--- src/hw/pmc_pkg.sv ---
// Shared constants and types for the power and operating-mode controller.
// Assumes a single 50 MHz core clock and a two-wire serial host interface.
package pmc_pkg;

    // ****************************************
    // Host interface addresses and registers
    // ****************************************
    localparam logic [6:0] TARGET_ADDR_LOW    = 7'h6A;
    localparam logic [6:0] TARGET_ADDR_HIGH   = 7'h6B;
    localparam logic [7:0] REG_SOFT_RESET     = 8'h01;
    localparam logic [7:0] REG_GLOBAL_CONTROL = 8'h02;
    localparam logic [7:0] REG_UV_THRESHOLD   = 8'h10;
    localparam logic [7:0] REG_POWER_STATUS   = 8'hF0;
    localparam logic [7:0] SOFT_RESET_CODE    = 8'h55;
    localparam logic [7:0] UV_THRESHOLD_RESET = 8'h03;
    localparam int         ACTIVE_REQUEST_POS = 0;
    localparam logic [3:0] BYTE_BITS          = 4'h8;
    localparam logic [5:0] PIN_SYNC_RESET     = 6'h03;

    // ****************************************
    // Timing
    // ****************************************
    localparam int CORE_CLK_HZ             = 50_000_000;
    localparam int SOFT_RESET_WAIT_MS      = 2;
    localparam int SOFT_RESET_WAIT_CYCLES  =
        (SOFT_RESET_WAIT_MS * CORE_CLK_HZ + 999) / 1000;
    localparam int OSC_START_CYCLES        = 16;

    // ****************************************
    // Types
    // ****************************************
    typedef enum logic [3:0] {
        P_SHUTDOWN = 4'b0001,
        P_STANDBY  = 4'b0010,
        P_WAKING   = 4'b0100,
        P_ACTIVE   = 4'b1000
    } power_state_t;

    typedef enum logic [5:0] {
        I_IDLE = 6'b000001,
        I_RECV = 6'b000010,
        I_ACK  = 6'b000100,
        I_SEND = 6'b001000,
        I_MACK = 6'b010000,
        I_LOAD = 6'b100000
    } host_state_t;

    typedef enum logic [1:0] {
        PH_ADDR = 2'h0,
        PH_REG  = 2'h1,
        PH_DATA = 2'h2
    } byte_phase_t;

    typedef struct packed {
        logic osc_run;
        logic regulator_full;
        logic core_run;
        logic led_drive_on;
        logic host_if_open;
    } power_ctrl_t;

    typedef struct packed {
        logic       stb;
        logic [7:0] addr;
        logic [7:0] data;
    } reg_write_t;

endpackage : pmc_pkg

--- src/hw/interval_timer.sv ---
// Down-counter that stays busy for a loaded number of core cycles.
// Assumes start is a one-cycle pulse on the core clock.
`timescale 1ns/1ps
module interval_timer #(
    parameter int W = 8
) (
    input  wire logic         core_clk,
    input  wire logic         clear,
    input  wire logic         start,
    input  wire logic [W-1:0] load,
    output logic              busy
);
    logic [W-1:0] count;
    logic [W-1:0] next_count;

    always_comb begin
        next_count = count;
        if (start) begin
            next_count = load;
        end else if (count != '0) begin
            next_count = count - W'(1);
        end
    end

    always_ff @(posedge core_clk) begin
        if (clear) begin
            count <= '0;
        end else begin
            count <= next_count;
        end
    end

    assign busy = (count != '0);

endmodule : interval_timer

--- src/hw/led_soc_power_mode_control.sv ---
// Power sequencer, mode control and serial host register access.
// Assumes the supply and regulator monitors deliver asynchronous levels and
// the bus pins are open drain with external pull-ups.
//
// Summary of operation
// - Power-on reset restores register defaults and keeps LED drive off.
// - Low supply or low regulator output asserts power-on reset again.
// - A low enable pin holds the device in reset.
// - Enable low after power-up keeps the device in shutdown.
// - Shutdown keeps everything idle; the host interface ignores bus traffic.
// - Enable going high moves shutdown to standby and opens the host port.
// - Standby keeps oscillator off and regulator in low-power operation.
// - Setting the active-request bit in standby enters active.
// - Active starts oscillator and full regulator before clocked functions.
// - Clearing the active-request bit returns to standby, LED drive off.
// - Writing 0x55 to register 0x01 resets circuits and registers.
// - The target answers at one of two addresses set by a pin.
// - Address select low gives 0x6A, high gives 0x6B.
// - The interrupt pin is pulled low to signal, released otherwise.
`timescale 1ns/1ps
module led_soc_power_mode_control #(
    parameter int QUIET_CYCLES = pmc_pkg::SOFT_RESET_WAIT_CYCLES,
    parameter int WAKE_CYCLES  = pmc_pkg::OSC_START_CYCLES
) (
    input  wire logic          core_clk,
    input  wire logic          nrst,
    input  wire logic          en_pin,
    input  wire logic          addr_sel_pin,
    input  wire logic          supply_low,
    input  wire logic          regulator_low,
    input  wire logic          scl_pin,
    input  wire logic          sda_pin,
    output logic               sda_drive_level,
    output logic               sda_oe,
    input  wire logic          irq_request,
    output logic               irq_out_low_level,
    output logic               irq_out_low_oe,
    output pmc_pkg::power_ctrl_t power_ctrl,
    output logic [7:0]         undervoltage_threshold
);
    localparam int QW = $clog2(QUIET_CYCLES + 1);
    localparam int WW = $clog2(WAKE_CYCLES + 1);

    // ****************************************
    // Pin synchronisers and reset sources
    // ****************************************
    logic [5:0] pins_s;
    logic en_s, addr_sel_s, supply_low_s, regulator_low_s, scl_s, sda_s;
    logic scl_q, sda_q;
    logic hard_rst, enable_rst, core_rst, soft_rst, soft_req;

    pin_sync #(
        .W         (6),
        .RESET_VAL (pmc_pkg::PIN_SYNC_RESET)
    ) u_pin_sync (
        .core_clk (core_clk),
        .nrst     (nrst),
        .async_in ({en_pin, addr_sel_pin, supply_low, regulator_low,
                    scl_pin, sda_pin}),
        .sync_out (pins_s)
    );

    assign {en_s, addr_sel_s, supply_low_s, regulator_low_s, scl_s, sda_s} =
        pins_s;

    assign hard_rst   = !nrst || supply_low_s || regulator_low_s;
    assign enable_rst = hard_rst || !en_s;
    assign core_rst   = enable_rst || soft_rst;

    always_ff @(posedge core_clk) begin
        if (!nrst) begin
            scl_q <= 1'b1;
            sda_q <= 1'b1;
        end else begin
            scl_q <= scl_s;
            sda_q <= sda_s;
        end
    end

    // ****************************************
    // Operating mode sequencer
    // ****************************************
    pmc_pkg::power_state_t pstate, next_pstate;
    logic gcr_active, next_gcr_active;
    logic [7:0] uv_threshold, next_uv_threshold;
    logic wake_busy, wake_start, quiet;

    assign wake_start = (pstate == pmc_pkg::P_STANDBY) && gcr_active;

    interval_timer #(
        .W (WW)
    ) u_wake_timer (
        .core_clk (core_clk),
        .clear    (core_rst),
        .start    (wake_start),
        .load     (WW'(WAKE_CYCLES)),
        .busy     (wake_busy)
    );

    always_comb begin
        next_pstate = pstate;
        case (pstate)
            pmc_pkg::P_SHUTDOWN: next_pstate = pmc_pkg::P_STANDBY;
            pmc_pkg::P_STANDBY: begin
                if (gcr_active) begin
                    next_pstate = pmc_pkg::P_WAKING;
                end
            end
            pmc_pkg::P_WAKING: begin
                if (!gcr_active) begin
                    next_pstate = pmc_pkg::P_STANDBY;
                end else if (!wake_busy) begin
                    next_pstate = pmc_pkg::P_ACTIVE;
                end
            end
            pmc_pkg::P_ACTIVE: begin
                if (!gcr_active) begin
                    next_pstate = pmc_pkg::P_STANDBY;
                end
            end
            default: next_pstate = pmc_pkg::P_SHUTDOWN;
        endcase
    end

    // Software reset leaves the enabled device in standby so that the
    // acknowledge of the reset command itself still completes.
    always_ff @(posedge core_clk) begin
        if (enable_rst) begin
            pstate <= pmc_pkg::P_SHUTDOWN;
        end else if (soft_rst) begin
            pstate <= pmc_pkg::P_STANDBY;
        end else begin
            pstate <= next_pstate;
        end
    end

    always_comb begin
        power_ctrl.osc_run        = (pstate == pmc_pkg::P_WAKING) ||
                                    (pstate == pmc_pkg::P_ACTIVE);
        power_ctrl.regulator_full = power_ctrl.osc_run;
        power_ctrl.core_run       = (pstate == pmc_pkg::P_ACTIVE);
        power_ctrl.led_drive_on   = (pstate == pmc_pkg::P_ACTIVE);
        power_ctrl.host_if_open   = (pstate != pmc_pkg::P_SHUTDOWN);
    end

    // ****************************************
    // Configuration registers
    // ****************************************
    pmc_pkg::reg_write_t wr;

    assign soft_req = wr.stb && (wr.addr == pmc_pkg::REG_SOFT_RESET) &&
                      (wr.data == pmc_pkg::SOFT_RESET_CODE);

    always_comb begin
        next_gcr_active   = gcr_active;
        next_uv_threshold = uv_threshold;
        if (wr.stb && (wr.addr == pmc_pkg::REG_GLOBAL_CONTROL)) begin
            next_gcr_active = wr.data[pmc_pkg::ACTIVE_REQUEST_POS];
        end else if (wr.stb && (wr.addr == pmc_pkg::REG_UV_THRESHOLD)) begin
            next_uv_threshold = wr.data;
        end
    end

    always_ff @(posedge core_clk) begin
        if (core_rst) begin
            gcr_active   <= 1'b0;
            uv_threshold <= pmc_pkg::UV_THRESHOLD_RESET;
        end else begin
            gcr_active   <= next_gcr_active;
            uv_threshold <= next_uv_threshold;
        end
    end

    always_ff @(posedge core_clk) begin
        if (enable_rst) begin
            soft_rst <= 1'b0;
        end else begin
            soft_rst <= soft_req;
        end
    end

    assign undervoltage_threshold = uv_threshold;

    // Silence window after a software reset; the host is expected to wait.
    interval_timer #(
        .W (QW)
    ) u_quiet_timer (
        .core_clk (core_clk),
        .clear    (enable_rst),
        .start    (soft_req),
        .load     (QW'(QUIET_CYCLES)),
        .busy     (quiet)
    );

    function automatic logic [7:0] read_reg(input logic [7:0] a);
        logic [7:0] d;
        d = 8'h00;
        if (a == pmc_pkg::REG_GLOBAL_CONTROL) begin
            d[pmc_pkg::ACTIVE_REQUEST_POS] = gcr_active;
        end else if (a == pmc_pkg::REG_UV_THRESHOLD) begin
            d = uv_threshold;
        end else if (a == pmc_pkg::REG_POWER_STATUS) begin
            d = {4'h0, pstate};
        end
        return d;
    endfunction : read_reg

    // ****************************************
    // Serial host target
    // ****************************************
    pmc_pkg::host_state_t ist, next_ist;
    pmc_pkg::byte_phase_t phase, next_phase;
    logic [3:0] bit_cnt, next_bit_cnt;
    logic [7:0] shreg, next_shreg, reg_ptr, next_reg_ptr, rd;
    logic       rw, next_rw, sda_drv, next_sda_drv;
    logic       scl_rise, scl_fall, bus_start, bus_stop, byte_done;
    logic [6:0] own_addr;

    assign own_addr  = addr_sel_s ? pmc_pkg::TARGET_ADDR_HIGH
                                  : pmc_pkg::TARGET_ADDR_LOW;
    assign scl_rise  = scl_s && !scl_q;
    assign scl_fall  = !scl_s && scl_q;
    assign bus_start = scl_s && scl_q && sda_q && !sda_s;
    assign bus_stop  = scl_s && scl_q && !sda_q && sda_s;
    assign byte_done = scl_fall && (bit_cnt == pmc_pkg::BYTE_BITS);
    always_comb rd = read_reg(reg_ptr);

    always_comb begin
        next_ist     = ist;
        next_phase   = phase;
        next_bit_cnt = bit_cnt;
        next_shreg   = shreg;
        next_reg_ptr = reg_ptr;
        next_rw      = rw;
        next_sda_drv = sda_drv;
        wr           = '0;
        if (bus_stop) begin
            next_ist     = pmc_pkg::I_IDLE;
            next_sda_drv = 1'b0;
        end else if (bus_start) begin
            next_ist     = pmc_pkg::I_RECV;
            next_phase   = pmc_pkg::PH_ADDR;
            next_bit_cnt = 4'h0;
            next_sda_drv = 1'b0;
        end else begin
            case (ist)
                pmc_pkg::I_RECV: begin
                    if (scl_rise) begin
                        next_shreg   = {shreg[6:0], sda_s};
                        next_bit_cnt = bit_cnt + 4'h1;
                    end else if (byte_done) begin
                        next_ist     = pmc_pkg::I_ACK;
                        next_sda_drv = 1'b1;
                        if (phase == pmc_pkg::PH_ADDR) begin
                            next_rw = shreg[0];
                            if ((shreg[7:1] != own_addr) || quiet) begin
                                next_ist     = pmc_pkg::I_IDLE;
                                next_sda_drv = 1'b0;
                            end
                        end else if (phase == pmc_pkg::PH_REG) begin
                            next_reg_ptr = shreg;
                        end else begin
                            wr.stb  = 1'b1;
                            wr.addr = reg_ptr;
                            wr.data = shreg;
                        end
                    end
                end
                pmc_pkg::I_ACK: begin
                    if (scl_fall) begin
                        next_bit_cnt = 4'h0;
                        next_sda_drv = 1'b0;
                        next_ist     = pmc_pkg::I_RECV;
                        if (phase == pmc_pkg::PH_ADDR && rw) begin
                            next_ist     = pmc_pkg::I_SEND;
                            next_shreg   = rd;
                            next_sda_drv = !rd[7];
                            next_bit_cnt = 4'h1;
                        end else if (phase == pmc_pkg::PH_ADDR) begin
                            next_phase = pmc_pkg::PH_REG;
                        end else if (phase == pmc_pkg::PH_REG) begin
                            next_phase = pmc_pkg::PH_DATA;
                        end else begin
                            next_reg_ptr = reg_ptr + 8'h01;
                        end
                    end
                end
                pmc_pkg::I_SEND: begin
                    if (byte_done) begin
                        next_ist     = pmc_pkg::I_MACK;
                        next_sda_drv = 1'b0;
                    end else if (scl_fall) begin
                        next_sda_drv = !shreg[6];
                        next_shreg   = {shreg[6:0], 1'b0};
                        next_bit_cnt = bit_cnt + 4'h1;
                    end
                end
                pmc_pkg::I_MACK: begin
                    if (scl_rise && sda_s) begin
                        next_ist = pmc_pkg::I_IDLE;
                    end else if (scl_rise) begin
                        next_ist     = pmc_pkg::I_LOAD;
                        next_reg_ptr = reg_ptr + 8'h01;
                    end
                end
                pmc_pkg::I_LOAD: begin
                    if (scl_fall) begin
                        next_ist     = pmc_pkg::I_SEND;
                        next_shreg   = rd;
                        next_sda_drv = !rd[7];
                        next_bit_cnt = 4'h1;
                    end
                end
                default: next_ist = pmc_pkg::I_IDLE;
            endcase
        end
    end

    always_ff @(posedge core_clk) begin
        if (enable_rst || !power_ctrl.host_if_open) begin
            ist     <= pmc_pkg::I_IDLE;
            phase   <= pmc_pkg::PH_ADDR;
            bit_cnt <= 4'h0;
            shreg   <= 8'h00;
            reg_ptr <= 8'h00;
            rw      <= 1'b0;
            sda_drv <= 1'b0;
        end else begin
            ist     <= next_ist;
            phase   <= next_phase;
            bit_cnt <= next_bit_cnt;
            shreg   <= next_shreg;
            reg_ptr <= next_reg_ptr;
            rw      <= next_rw;
            sda_drv <= next_sda_drv;
        end
    end

    assign sda_drive_level = 1'b0;
    assign sda_oe          = sda_drv;

    // ****************************************
    // Interrupt pin
    // ****************************************
    always_ff @(posedge core_clk) begin
        if (enable_rst) begin
            irq_out_low_oe <= 1'b0;
        end else begin
            irq_out_low_oe <= irq_request;
        end
    end

    assign irq_out_low_level = 1'b0;
endmodule : led_soc_power_mode_control

--- src/hw/pin_sync.sv ---
// Two-stage synchroniser for a group of asynchronous pin levels.
// Assumes the levels change slowly against the core clock.
`timescale 1ns/1ps
module pin_sync #(
    parameter int           W         = 1,
    parameter logic [W-1:0] RESET_VAL = '0
) (
    input  wire logic         core_clk,
    input  wire logic         nrst,
    input  wire logic [W-1:0] async_in,
    output logic      [W-1:0] sync_out
);
    logic [W-1:0] meta;

    always_ff @(posedge core_clk) begin
        if (!nrst) begin
            meta     <= RESET_VAL;
            sync_out <= RESET_VAL;
        end else begin
            meta     <= async_in;
            sync_out <= meta;
        end
    end

endmodule : pin_sync

--- config.mk ---
export PLATFORM = sky130hd
export DESIGN_NAME = led_soc_power_mode_control
export DESIGN_NICKNAME = d
export VERILOG_FILES = /design/src/hw/pmc_pkg.sv /design/src/hw/interval_timer.sv /design/src/hw/led_soc_power_mode_control.sv /design/src/hw/pin_sync.sv
export SDC_FILE = /design/constraint.sdc
export NUM_CORES = 1
export LEC_CHECK = 0
export BUFFER_PORTS_ARGS = -buffer_cell sky130_fd_sc_hd__buf_2
export CAP_MARGIN = 25
export CORE_ASPECT_RATIO = 0.7
export CORE_MARGIN = 3
export CORE_UTILIZATION = 54
export CTS_CLUSTER_SIZE = 25
export DETAILED_ROUTE_END_ITERATION = 12
export GPL_ROUTABILITY_DRIVEN = 0
export HOLD_SLACK_MARGIN = 0.12
export PLACE_DENSITY = 0.79
export SLEW_MARGIN = 10
export SYNTH_ARGS = -nofsm -noshare
export SYNTH_HDL_FRONTEND = slang
export SYNTH_HIERARCHICAL = 1
export SYNTH_SLANG_ARGS = --single-unit
--- constraint.sdc ---
create_clock -name core_clk -period 9.11 [get_ports core_clk]
set_clock_uncertainty 0.2 [all_clocks]
set_input_delay 1.3665 -clock core_clk [delete_from_list [all_inputs] [get_ports core_clk]]
set_output_delay 1.3665 -clock core_clk [all_outputs]
set_load 0.02 [all_outputs]
After elaboration in Yosys (flattened, before gate mapping)
Index checks and enable logic that the tools add are counted.
{"block": "classes", "n_addsub": 4, "div": 0, "n_reduce_logical": 58, "n_eq_ne": 54, "order_cmp": 0, "n_bitwise": 4, "n_mux": 76, "multipliers": 0, "shifts": 0}
{"op": "17-bit 2-to-1 mux", "n": 9}
{"op": "8-bit 2-to-1 mux", "n": 17}
{"op": "4-bit 2-to-1 mux", "n": 12}
{"op": "6-bit 2-to-1 mux", "n": 7}
{"op": "3-bit != test (second input constant)", "n": 13}
{"op": "2-bit != test (second input constant)", "n": 19}
{"op": "4-bit one-hot mux with 4 select lines", "n": 2}
{"op": "8-bit one-hot mux with 4 select lines", "n": 1}
{"op": "6-bit one-hot mux with 5 select lines", "n": 1}
{"op": "8-bit one-hot mux with 3 select lines", "n": 1}
{"op": "6-bit AND reduction", "n": 4}
{"op": "17-bit nonzero test", "n": 1}
{"op": "17-bit by 1-bit subtractor with 17-bit output (second input constant)", "n": 1}
{"op": "8-bit by 2-bit equality test with 1-bit output (second input constant)", "n": 2}
{"op": "8-bit by 5-bit equality test with 1-bit output (second input constant)", "n": 2}
{"op": "2-bit 2-to-1 mux", "n": 8}
{"op": "1-bit logical AND", "n": 15}
{"op": "13-bit AND reduction", "n": 1}
{"op": "1-bit 2-to-1 mux", "n": 12}
{"op": "5-bit 2-to-1 mux", "n": 2}
{"op": "5-bit nonzero test", "n": 2}
{"op": "1-bit zero test", "n": 9}
{"op": "9-bit AND reduction", "n": 1}
{"op": "8-bit by 1-bit adder with 8-bit output (second input constant)", "n": 1}
{"op": "33 further kinds", "n": 53}
{"block": "word_totals", "rom_bits": 0, "register_bits": 81, "word_cells": 218, "inputBits": 9, "out_inout_bits": 17, "n_memories": 0, "ram_bits": 0, "latch_bits": 0}

Depth between registers and ports, before layout
{"block": "logic_depth", "ltp_word": 12, "ltp_mapped": 12, "depth_no_buf": 10}

Hierarchy
The synthesis kept the hierarchy.
{"module": "led_soc_power_mode_control", "area_each_um2": 3223.1, "n_inst": 1, "cells_each": 394, "seq_area_each_um2": 940.9}
{"module": "interval_timer (u_quiet_timer)", "area_each_um2": 988.4, "n_inst": 1, "cells_each": 110, "seq_area_each_um2": 340.3}
{"module": "pin_sync", "area_each_um2": 326.6, "n_inst": 1, "cells_each": 25, "seq_area_each_um2": 240.2}
{"module": "interval_timer (u_wake_timer)", "area_each_um2": 284.0, "n_inst": 1, "cells_each": 34, "seq_area_each_um2": 100.1}

Least setup slack after synthesis
No wires, ideal clock.
{"block": "synth_path", "path_kind": "reg2out", "from": "reg pstate[3]", "to": "out power_ctrl[2] (netlist name)", "n_path_buf": 2, "path_stages_with_launch": 4, "slack_ns": 5.853, "required_time_ns": 7.544, "t_arrival_ns": 1.691, "path_cell_list": "dfxtp_1 > clkbuf_1 > nor4b_1 > buf_4"}
{"item": "start, declared", "line_no": "led_soc_power_mode_control.sv:83", "rtl": "pmc_pkg::power_state_t pstate, next_pstate;"}
{"item": "start signal, assigned", "line_no": "led_soc_power_mode_control.sv:129", "rtl": "pstate <= pmc_pkg::P_SHUTDOWN;"}
{"item": "start signal, assigned", "line_no": "led_soc_power_mode_control.sv:131", "rtl": "pstate <= pmc_pkg::P_STANDBY;"}
{"item": "start signal, assigned", "line_no": "led_soc_power_mode_control.sv:133", "rtl": "pstate <= next_pstate;"}
{"item": "end, declared", "line_no": "led_soc_power_mode_control.sv:38", "rtl": "output pmc_pkg::power_ctrl_t power_ctrl,"}

==> flow_summary.ini <==
[synth]
synth-seq-cells = 81
synth_area_sq_mm = 0.00482
yosysTopAreaCell = dfxtp_1
syn-instance-count = 563
synth-seq-area-share_pct = 33.6
syn_avg_cell_area_sq_um = 8.57
synth_top_area_share_pct = 33.6
ys.flop_type = dfxtp_1
synthArstFlopShare_pct = 0
synth_edf_count = 0
synthTopCellsByCount = dfxtp_1, nand2_1, nor2_1
synth.most_common_cell = dfxtp_1
ys_warn_count = 6
yosys-top-cells-area = dfxtp_1, nand2_1, nor2_1
ys_types = 86

[power]
p_clk_share_pct = 53.2
intPower_mw = 0.634
p_leak_nw = 2.06
p_per_area_mw_per_mm2 = 152
switchingPower_mw = 0.173
combPwrFrac_pct = 2.1
p_sw_share_pct = 21.4
seqPwrFrac_pct = 44.6
peakVddDrop_uv = 137

[placed_design]
portBuffers = 23
hpwl_um = 8660
dp_cells = 692

[cts]
cts_root_buf = clkbuf_16
post_cts_buffers = 0
post_cts_resized = 0
cts_buffers = 9
clockBufferDepth = 2
ctsHoldBuffers = 0
cts.clk_slew.worst_paths_ns = 0.07
cts_tree = done
cts_htree_levels = 3
numClockSinks = 81
clock_latency_ns = 0.35

[layout]
nNetsFinal = 600
syn_to_final_growth_pct = 10.2
drive_gt1_share_pct = 13.9
fin_cells = 709
utilization_pct = 61.9
antenna_cells = 0

[setup_path]
critical_path_class = reg2out
crit_fanout = 9
crit_slowest_cell = nor4b_1
end_kind = primary output
max_stage_delay_ns = 0.71
crit_family = simple AND/OR/NAND/NOR gates
crit_path_start_kind = flop
required_ns = 7.54
crit_chain = nor4b_1, inv_1, buf_2
ff2ff_setup_slack_ns = 5.72
worstPathArrival_ns = 1.99
path_buf_inv = 2

[sta]
post-route-min-period_ns = 3.56
setup_viol_count_final = 0
tightest_slew_ns = 1.04
fmax_ghz = 0.281
finalSetupTns_ns = 0
drv_slew = 0
relSlewSlack_pct = 29.7
hold_viol = 0
rsz0062_at_grt = no
fin_crit_sh_pct = 39.1

[die]
rows = 28
core_area_sq_mm = 0.00858
die_w_um = 119
die-area_sq_mm = 0.0101
start_util_pct = 56.2
fp.dieH_um = 85.1
io_pins = 26

[grt]
grt_max_degree = 22
grt_pass1_wl_um = 19600
antenna_found_initial = 0
grt_pass1_vias = 3960
grt_use_total_pct = 24.1
overflow = 0

[detailed_routing]
drtIter0Drc = 485
routed_via_density = 6.26
drc = 0
totalWireLength_um = 12200
wire_per_inst_um = 17.3
drtAntennaViolNets = 0
drtPass1Iterations = 6
vias = 4439

[worst_hold_path]
min_path_type = reg2reg

[run]
cap_violations = 0

[status]
status = finished clean
-- logic make-up after synthesis --
| group | count (synthesis) | synth area share (%) |
|---|---|---|
| AO/OA/AOI/OAI | 128 | 19.8 |
| XOR/XNOR | 22 | 4.00 |
| adder cells (fa/ha/maj) | 7 | 1.82 |
| buffers and inverters | 60 | 6.20 |
| flip-flops | 81 | 33.6 |
| multiplexers | 17 | 3.58 |
| other | 2 | 0.156 |
| AND/OR/NAND/NOR | 246 | 30.8 |
-- worst reg2reg max path, stage by stage, from the launching register on --
cell and delay [ns]:
dfxtp_1 0.37, nor3_1 0.75, nand3b_1 0.13, or4_1 0.45, nor3_1 0.20, buf_2 0.24
inv_1 0.07, nor2_1 0.65, nand2_1 0.18, o21ai_2 0.08
-- final cells by class --
class | count | area, sq um
sequential | 81 | 1620
clock buffer | 9 | 225
timing repair buffer | 24 | 120
tap | 120 | 150
multi-input combinational | 444 | 2980
clock inverter | 7 | 124
inverter | 24 | 90.1
fill | 722 | 3270
-- sequential cells by signal, indices dropped and copies added, names as in the netlist, 2 cells and up --
signal,count
u_quiet_timer/count,17
reg_ptr,8
shreg,8
undervoltage_threshold,8
ist,6
u_pin_sync/meta,6
u_pin_sync/sync_out,6
u_wake_timer/count,5
bit_cnt,4
pstate,4
phase,2
-- final timing paths --
kind	end	start	cells past startpoint
max reg2reg	u_quiet_timer/count[15]	reg_ptr[5]	9
max	power_ctrl[0]	pstate[0]	3
min	u_pin_sync/sync_out[1]	u_pin_sync/meta[1]	1
min reg2reg	u_pin_sync/sync_out[1]	u_pin_sync/meta[1]	1
-- metal layers --
| layer | wire (um) | vias to the layer above | global-route usage [%] |
|---|---|---|---|
| li1 | - | 2094 | - |
| met5 | 0 | - | 0 |
| met3 | 1370 | 24 | 9.33 |
| met1 | 5500 | 2101 | 33.6 |
| met2 | 5220 | 220 | 35.2 |
| met4 | 161 | 0 | 5.99 |
-- layout by cell type, fill, tap and decap left out, drive strengths merged, types with 7 or more instances in the layout --
cell and instances:
a211oi 13, a21oi 20, a31oi 12, and2 12, buf 24, clkbuf 9, conb 24, dfxtp 81
ha 7, inv 26, mux2i 15, nand2 58, nand2b 12, nand3 19, nand4 11, nor2 41
nor3 24, nor4 12, nor4b 11, o21ai 24, o311ai 8, o31ai 9, xnor2 15, xor2 7
-- metrics by stage --
stage          instance area (sq um)  setup slack [ns]  hold WS [ns]  power [mW]
2_1_floorplan                   4900              5.85         0.186       0.380
3_5_place_dp                    4960              5.29         0.199       0.385
3_3_place_gp                    4960              5.41         0.191       0.384
4_1_cts                         5310              5.33         0.213       0.810
6_report                        5320              5.55         0.206       0.807
5_1_grt                         5320              5.37         0.232       0.827
-- power groups by stage --
stage          Combinational (mW)  Clock [mW]  Sequential, mW
2_1_floorplan              0.0146           0           0.366
3_3_place_gp               0.0161           0           0.368
3_5_place_dp               0.0166           0           0.368
4_1_cts                    0.0167       0.434           0.360
5_1_grt                    0.0192       0.448           0.360
6_report                   0.0171       0.430           0.360
(Power assumes the default switching activity.)
